$ cat config.mk
export PLATFORM = sky130hd
export DESIGN_NAME = sps_regs
export DESIGN_NICKNAME = d
export VERILOG_FILES = /design/src/rtl/sps_prio_map.v /design/src/rtl/sps_regs.v
export VERILOG_INCLUDE_DIRS = /design/src /design/src/shared
export SDC_FILE = /design/constraint.sdc
export NUM_CORES = 1
export LEC_CHECK = 0
export BUFFER_PORTS_ARGS = -buffer_cell sky130_fd_sc_hd__buf_2
export CAP_MARGIN = 20
export CORE_MARGIN = 5
export CORE_UTILIZATION = 30
export CTS_CLUSTER_SIZE = 28
export DETAILED_ROUTE_END_ITERATION = 12
export GPL_TIMING_DRIVEN = 0
export SYNTH_ARGS = -nofsm -noshare
export SYNTH_HDL_FRONTEND = slang
export SYNTH_SLANG_ARGS = --single-unit
$ cat constraint.sdc
create_clock -name clk -period 2.61 [get_ports clk]
set_input_delay 0.3915 -clock clk [delete_from_list [all_inputs] [get_ports clk]]
set_output_delay 0.3915 -clock clk [all_outputs]
set_load 0.1 [all_outputs]
$ cat src/shared/sps_defines.vh
`ifndef SPS_DEFINES_VH
`define SPS_DEFINES_VH

// register offsets
`define SPS_P1_STAT_A 8'h1e
`define SPS_P1_STAT_B 8'h1f
`define SPS_P2_STAT_A 8'h2e
`define SPS_P2_STAT_B 8'h2f
`define SPS_P3_STAT_A 8'h3e
`define SPS_P3_STAT_B 8'h3f
`define SPS_RESET_CTL 8'h43
`define SPS_MAP_0 8'h60
`define SPS_MAP_1 8'h61
`define SPS_MAP_2 8'h62

// status b field positions
`define SPS_B_XOVER_SEL 7
`define SPS_B_RSVD 6
`define SPS_B_POL_REV 5
`define SPS_B_TX_FC 4
`define SPS_B_RX_FC 3
`define SPS_B_SPEED 2
`define SPS_B_DUPLEX 1
`define SPS_B_FAR_FAULT 0

// reset control field positions
`define SPS_RST_SOFT 4
`define SPS_RST_PCS 0

// reset values
`define SPS_XOVER_SEL_RST 1'b1
`define SPS_MAP_RST 8'h00
`define SPS_ZERO8 8'h00

// priority map geometry
`define SPS_MAP_BITS 128
`define SPS_LOW_MAP_BITS 24
`define SPS_CODE_BITS 6
`define SPS_PRIO_BITS 2

`endif

$ cat src/rtl/sps_prio_map.v
`timescale 1ns/100ps
`include "sps_defines.vh"

// resolves one frame's class octet against the full code-point map
module sps_prio_map
(
  // clock and reset
  input wire clk,
  input wire reset,
  // frame side
  input wire frame_valid,
  input wire frame_is_ip,
  input wire [7:0] frame_class_octet,
  // map contents
  input wire [`SPS_MAP_BITS-1:0] map_bits,
  // result
  output reg prio_valid_q,
  output reg prio_hit_q,
  output reg [`SPS_PRIO_BITS-1:0] prio_q
);

  wire [`SPS_CODE_BITS-1:0] code;
  reg [`SPS_PRIO_BITS-1:0] field_d;
  integer i;

  // upper six bits of the octet select one of 64 fields
  assign code = frame_class_octet[7:2];

  always @*
  begin
    field_d = {`SPS_PRIO_BITS{1'b0}};
    for (i = 0; i < (1 << `SPS_CODE_BITS); i = i + 1)
    begin
      if (code == i[`SPS_CODE_BITS-1:0])
      begin
        field_d = map_bits[i*`SPS_PRIO_BITS +: `SPS_PRIO_BITS];
      end
    end
  end

  always @(posedge clk)
  begin
    if (reset)
    begin
      prio_valid_q <= 1'b0;
      prio_hit_q <= 1'b0;
      prio_q <= {`SPS_PRIO_BITS{1'b0}};
    end
    else
    begin
      prio_valid_q <= frame_valid;
      if (frame_valid)
      begin
        // non-ip frames are left to the other classifiers
        prio_hit_q <= frame_is_ip;
        prio_q <= frame_is_ip ? field_d : {`SPS_PRIO_BITS{1'b0}};
      end
    end
  end

endmodule

$ cat src/rtl/sps_regs.v
// Functional notes
// - status a bit 7 shows crossover wiring
// - status a bit 6 shows autonegotiation done
// - status a bit 5 shows link good
// - status a bit 4 shows partner pause ability
// - status a bits 3-0 show partner abilities
// - port 3 status a location is reserved
// - status b bit 7 selects crossover algorithm
// - status b bit 6 reserved, reads zero
// - status b bit 5 shows reversed polarity
// - status b bit 4 shows transmit flow control
// - status b bit 3 shows receive flow control
// - status b bits 2,1 show speed, duplex
// - status b bit 0 shows far-end fault
// - reset register: soft reset, coding sublayer reset
// - six code bits pick a 2-bit priority field
// - map 0 covers codes 0x00 to 0x0c
// - map 1 covers codes 0x10 to 0x1c
// - map 2 covers codes 0x20 to 0x2c
`timescale 1ns/100ps
`include "sps_defines.vh"

module sps_regs
(
  // clock and reset
  input wire clk,
  input wire reset,
  // register access port
  input wire [7:0] reg_addr,
  input wire reg_wr,
  input wire reg_rd,
  input wire [7:0] reg_wdata,
  output reg [7:0] reg_rdata_q,
  output reg reg_rvalid_q,
  // phy port status, index 0 is port 1, index 1 is port 2
  input wire [1:0] crossover_state,
  input wire [1:0] autoneg_complete,
  input wire [1:0] link_good,
  input wire [1:0] partner_pause,
  input wire [1:0] partner_100_full,
  input wire [1:0] partner_100_half,
  input wire [1:0] partner_10_full,
  input wire [1:0] partner_10_half,
  input wire [1:0] polarity_reversed,
  input wire far_end_fault,
  // mac status, index 2 is port 3
  input wire [2:0] tx_flow_active,
  input wire [2:0] rx_flow_active,
  input wire [2:0] speed_100,
  input wire [2:0] full_duplex,
  // controls
  output reg [1:0] crossover_algorithm_select_q,
  output reg soft_reset_q,
  output reg coding_sublayer_reset_q,
  // frame classification
  input wire frame_valid,
  input wire frame_is_ip,
  input wire [7:0] frame_class_octet,
  input wire [`SPS_MAP_BITS-`SPS_LOW_MAP_BITS-1:0] upper_map,
  output wire prio_valid_q,
  output wire prio_hit_q,
  output wire [`SPS_PRIO_BITS-1:0] prio_q
);

  localparam NSTAT = 31;
  // ports 1 and 2 carry phys; port 3 is the mii port with mac status only
  localparam NPHY = 2;
  localparam NPORT = 3;
  // far-end fault is only detected on port 1
  localparam FEF_PORT = 0;

  // status arrives from phy and mac logic that may run on other clocks
  // bits cross one by one, so a read may catch a mix of old and new levels
  wire [NSTAT-1:0] stat_raw;
  reg [NSTAT-1:0] stat_meta_q;
  reg [NSTAT-1:0] stat_q;

  assign stat_raw = {crossover_state, autoneg_complete, link_good, partner_pause,
                     partner_100_full, partner_100_half, partner_10_full, partner_10_half,
                     polarity_reversed, far_end_fault,
                     tx_flow_active, rx_flow_active, speed_100, full_duplex};

  always @(posedge clk)
  begin
    if (reset)
    begin
      stat_meta_q <= {NSTAT{1'b0}};
      stat_q <= {NSTAT{1'b0}};
    end
    else
    begin
      stat_meta_q <= stat_raw;
      stat_q <= stat_meta_q;
    end
  end

  // unpack synchronised status
  wire [1:0] s_xover;
  wire [1:0] s_an;
  wire [1:0] s_link;
  wire [1:0] s_pause;
  wire [1:0] s_100f;
  wire [1:0] s_100h;
  wire [1:0] s_10f;
  wire [1:0] s_10h;
  wire [1:0] s_pol;
  wire s_fef;
  wire [2:0] s_txfc;
  wire [2:0] s_rxfc;
  wire [2:0] s_spd;
  wire [2:0] s_dup;

  assign {s_xover, s_an, s_link, s_pause, s_100f, s_100h, s_10f, s_10h,
          s_pol, s_fef, s_txfc, s_rxfc, s_spd, s_dup} = stat_q;

  // assemble per-port status images
  wire [7:0] stat_a [0:1];
  wire [7:0] stat_b [0:2];

  genvar p;
  generate
    for (p = 0; p < NPHY; p = p + 1)
    begin : g_phy
      assign stat_a[p] = {s_xover[p],
                          s_an[p],
                          s_link[p],
                          s_pause[p],
                          s_100f[p], s_100h[p], s_10f[p], s_10h[p]};
    end
    for (p = 0; p < NPORT; p = p + 1)
    begin : g_port
      wire xsel;
      wire pol;
      wire fef;
      // port 3 is the mii port: no crossover, polarity or far-end fault
      if (p < NPHY)
      begin : g_has_phy
        assign xsel = crossover_algorithm_select_q[p];
        assign pol = s_pol[p];
      end
      else
      begin : g_no_phy
        assign xsel = 1'b0;
        assign pol = 1'b0;
      end
      // far-end fault exists on port 1 only
      assign fef = (p == FEF_PORT) ? s_fef : 1'b0;
      assign stat_b[p] = {xsel,
                          1'b0,
                          pol,
                          s_txfc[p],
                          s_rxfc[p],
                          s_spd[p], s_dup[p],
                          fef};
    end
  endgenerate

  // software-held state
  reg [7:0] map0_q;
  reg [7:0] map1_q;
  reg [7:0] map2_q;

  // one write strobe per writable location; writes anywhere else are dropped
  wire wr_p1_b;
  wire wr_p2_b;
  wire wr_rst;
  wire wr_map0;
  wire wr_map1;
  wire wr_map2;

  assign wr_p1_b = reg_wr && (reg_addr == `SPS_P1_STAT_B);
  assign wr_p2_b = reg_wr && (reg_addr == `SPS_P2_STAT_B);
  assign wr_rst = reg_wr && (reg_addr == `SPS_RESET_CTL);
  assign wr_map0 = reg_wr && (reg_addr == `SPS_MAP_0);
  assign wr_map1 = reg_wr && (reg_addr == `SPS_MAP_1);
  assign wr_map2 = reg_wr && (reg_addr == `SPS_MAP_2);

  // only bit 7 of a phy status b location takes write data
  always @(posedge clk)
  begin
    if (reset)
    begin
      crossover_algorithm_select_q <= {2{`SPS_XOVER_SEL_RST}};
    end
    else
    begin
      if (wr_p1_b)
      begin
        crossover_algorithm_select_q[0] <= reg_wdata[`SPS_B_XOVER_SEL];
      end
      if (wr_p2_b)
      begin
        crossover_algorithm_select_q[1] <= reg_wdata[`SPS_B_XOVER_SEL];
      end
    end
  end

  // request levels stay as written; they never reset this block itself
  always @(posedge clk)
  begin
    if (reset)
    begin
      soft_reset_q <= 1'b0;
      coding_sublayer_reset_q <= 1'b0;
    end
    else if (wr_rst)
    begin
      // a written 0 withdraws the request
      soft_reset_q <= reg_wdata[`SPS_RST_SOFT];
      coding_sublayer_reset_q <= reg_wdata[`SPS_RST_PCS];
    end
  end

  // a frame taken in the cycle of a map write still sees the old map
  always @(posedge clk)
  begin
    if (reset)
    begin
      map0_q <= `SPS_MAP_RST;
      map1_q <= `SPS_MAP_RST;
      map2_q <= `SPS_MAP_RST;
    end
    else
    begin
      if (wr_map0)
      begin
        map0_q <= reg_wdata;
      end
      if (wr_map1)
      begin
        map1_q <= reg_wdata;
      end
      if (wr_map2)
      begin
        map2_q <= reg_wdata;
      end
    end
  end

  // read mux
  // a read in the cycle of a write returns the value from before it
  reg [7:0] rdata_d;

  always @*
  begin
    rdata_d = `SPS_ZERO8;
    case (reg_addr)
      `SPS_P1_STAT_A: rdata_d = stat_a[0];
      `SPS_P1_STAT_B: rdata_d = stat_b[0];
      `SPS_P2_STAT_A: rdata_d = stat_a[1];
      `SPS_P2_STAT_B: rdata_d = stat_b[1];
      `SPS_P3_STAT_A: rdata_d = `SPS_ZERO8;
      `SPS_P3_STAT_B: rdata_d = stat_b[2];
      `SPS_RESET_CTL:
      begin
        rdata_d[`SPS_RST_SOFT] = soft_reset_q;
        rdata_d[`SPS_RST_PCS] = coding_sublayer_reset_q;
      end
      `SPS_MAP_0: rdata_d = map0_q;
      `SPS_MAP_1: rdata_d = map1_q;
      `SPS_MAP_2: rdata_d = map2_q;
      default: rdata_d = `SPS_ZERO8;
    endcase
  end

  always @(posedge clk)
  begin
    if (reset)
    begin
      reg_rdata_q <= `SPS_ZERO8;
      reg_rvalid_q <= 1'b0;
    end
    else
    begin
      reg_rvalid_q <= reg_rd;
      // read data holds until the next read
      if (reg_rd)
      begin
        reg_rdata_q <= rdata_d;
      end
    end
  end

  // low 24 bits of the map live here, the upper 104 bits come in on upper_map
  wire [`SPS_MAP_BITS-1:0] map_all;

  assign map_all = {upper_map, map2_q, map1_q, map0_q};

  sps_prio_map u_prio_map
  (
    .clk(clk),
    .reset(reset),
    .frame_valid(frame_valid),
    .frame_is_ip(frame_is_ip),
    .frame_class_octet(frame_class_octet),
    .map_bits(map_all),
    .prio_valid_q(prio_valid_q),
    .prio_hit_q(prio_hit_q),
    .prio_q(prio_q)
  );

endmodule

==> results.md <==
- Port Buffers: 175
- Most frequent cell after synthesis: dfxtp_1
- Worst-path cell chain: buf_2 -> buf_4 -> buf_2 -> buf_2 -> buf_1 -> o221ai_1 -> a221oi_1 -> o21ai_0 -> o2111ai_1 -> a21oi_1
- Layout filler cell count: 1853
- CTS H-tree lvls: 3
- Slowest stage delay, CP: 0.50 ns
- Worst clock skew: 0.00368 ns
- Clock sink count: 103
- Reg clk slew, reported paths: 0.07 ns
- Synthesized area per cell: 8.71 sq um
- Peak Freq: 406 MHz
- Core area: 0.0174 sq mm
- Mapped Cells: 614
- # hold bufs at CTS: 0
- RSZ-0062 raised after global routing: no
- Largest net degree at the start of global routing: 19
- WS Path Type: primary input to register
- Final period util: 0.944
- Ports: 182
- Worst-case clock buffer depth: 2
- Leakage: 2.85 nW
- Post-DP HPWL: 15800 microns
- CP startpoint kind: primary input
- CTS tree: yes
- Synth top area share: 0.386
- Detailed-route wire length: 20100 microns
- Setup crit end kind: register
- Post-synthesis sequential area ratio: 0.386
- Initial antenna violation count: 2
- Pwr Total: 3.50 mW
- Final Critical Period: 2.46 ns
- Sequential share of power: 0.466
- Post-route setup slack: 0.146 ns
- Post-synth ARST share: 0
- YS warnings: 0
- PostCTS Resize Cnt: 0
- Synth top area cells: dfxtp_1 (39%), nor2b_1 (9.0%), mux2i_1 (8.8%)
- Logic pwr share: 0.169
- Via Count: 5337
- Outcome: complete, no violations
- Worst path bufs/invs: 5
- GP Congestion: 0.904
- Global-route wire length before repair: 29400 microns
- Peak VDD IR: 382 uV
- Min-delay worst type: primary input to register
- Netlist Area Pre-Place: 0.00535 sq mm
- TritonRoute pass-1 iters: 5
- Starting Density: 0.307
- Residual DRC: 0
- Cell taking the most area after synthesis: dfxtp_1
- Die area: 0.0206 sq mm
- Post-Place Setup Slack: -0.208 ns
- Total track usage: 0.187
- Crit path top cell by count: buf_2
- Area grow syn2layout: 26.8%
- PwrDens: 517 mW/mm^2
- Final antenna-violating net count: 0
- Number of max-cap violations: 0
- Nets: 964
- Worst-margin pin slew: 1.14 ns
- Via density: 5.19
- DR WL/cell: 19.6 microns
- Final Setup Violations: 0
- Max-slew violation count: 0
- Setup Fix Bufs, Post-CTS: 0
- Vias in the first global route: 5198
- Die Wd: 143 microns
- Grt total ovfl: 0
- FP Rows: 48
- CTS Root Cell: clkbuf_16
- Synthesis-stage register bit count: 103
- CP Data Required Time: 2.84 ns
- Syn Nets: 779
- Internal: 2.52 mW
- Die H: 143 microns
- Predominant post-synthesis flop cell: dfxtp_1
- Share of cells above drive strength 1: 0.296
- Slew margin rel.: 0.233
- EDFF count, synth: 0
- Switching share of total power: 0.280
- Clock power share: 0.364
- Total CTS buffers: 9
- P_sw: 0.980 mW
- Violation count after the first detailed-route iteration: 324
- Crit-path max FO: 10
- Final Hold Vio Count: 0
- Critical path data arrival time: 2.70 ns
- Worst skew pair latency: 0.35 ns
- CP max stage cell: buf_1
- Synth unique cells: 71
- Largest delay contributor family on the critical path: buffers and inverters
- Synth cell count leaders: dfxtp_1 (103), nor2b_1 (77), mux2i_1 (47), nor2_1 (47), nand2_1 (44)
cells by family after synthesis:
kind of cell	after synthesis	synth area share
DFF	103	0.386
AOI/OAI and AO/OA	149	0.197
muxes	65	0.128
buffers and inverters	56	0.0478
and+or+nand+nor	241	0.242
final timing paths:
path                              start                                 to  slack (ns)  depth (start not counted)
max                frame_class_octet[3]  u_prio_map.prio_q[1]$_SDFFE_PP0P_        0.15                         10
min                    partner_pause[0]         stat_meta_q[23]$_SDFF_PP0_        0.25                          2
max reg2reg      map1_q[0]$_SDFFE_PP0P_  u_prio_map.prio_q[0]$_SDFFE_PP0P_        0.54                          7
min reg2reg  stat_meta_q[15]$_SDFF_PP0_              stat_q[15]$_SDFF_PP0_        0.43                          1
per-layer routing:
| metal | vias to the layer above | track usage | part of all wire |
|---|---|---|---|
| met1 | 2426 | 0.238 | 0.43 |
| met5 | - | 0 | 0.0011 |
| met3 | 42 | 0.0389 | 0.091 |
| met4 | 4 | 0.0833 | 0.034 |
| met2 | 275 | 0.305 | 0.44 |
| li1 | 2590 | - | - |
power by group through the flow:
| stage | combinational (mW) | clock (mW) | sequential (mW) |
|---|---|---|---|
| 4_1_cts | 0.593 | 1.30 | 1.63 |
| 3_3_place_gp | 0.593 | 0 | 1.67 |
| 3_5_place_dp | 0.590 | 0 | 1.67 |
| 6_report | 0.593 | 1.28 | 1.63 |
| 2_1_floorplan | 0.288 | 0 | 1.71 |
| 5_1_grt | 0.639 | 1.36 | 1.64 |
area by class of cell:
cell class                      count  area (sq um)  area share
Multi-Input combinational cell    455          3030       0.447
Clock buffer                        9           225      0.0332
Sequential cell                   103          2060       0.304
Timing Repair Buffer              175           876       0.129
Buffer                             49           228      0.0336
Antenna cell                        1          2.50    0.000369
Tap cell                          225           282      0.0415
Clock inverter                      6          53.8     0.00794
Inverter                            6          22.5     0.00332
flip-flops by register name, summed over array words and instances (netlist names), 2 cells and up:
register,flops
stat_meta_q,31
stat_q,31
map0_q,8
map1_q,8
map2_q,8
reg_rdata_q,8
crossover_algorithm_select_q,2
u_prio_map.prio_q,2
placed cells by master (no fill, tap or decap), types with 13 or more instances in the layout:
cell type and n:
a21oi_1 24, a22oi_1 13, buf_2 189, clkbuf_1 25
dfxtp_1 103, mux2_2 17, mux2i_1 47, nand2_1 44
nor2_1 47, nor2b_1 77, nor3_1 15, o21ai_0 29
stage by stage:
step                      instances  instance area [sq um]  utilization  setup TNS (ns)  hold WS [ns]
after floorplan                 614                   5350            -               0         0.414
after global placement         1014                   6500        0.373          -0.596         0.418
after detailed placement       1014                   6500        0.373          -0.601         0.420
after CTS                      1029                   6780        0.389               0         0.239
after global routing           1028                   6780        0.389               0         0.251
final                          1029                   6780        0.389               0         0.249
Power figures use the tool's default switching activity.
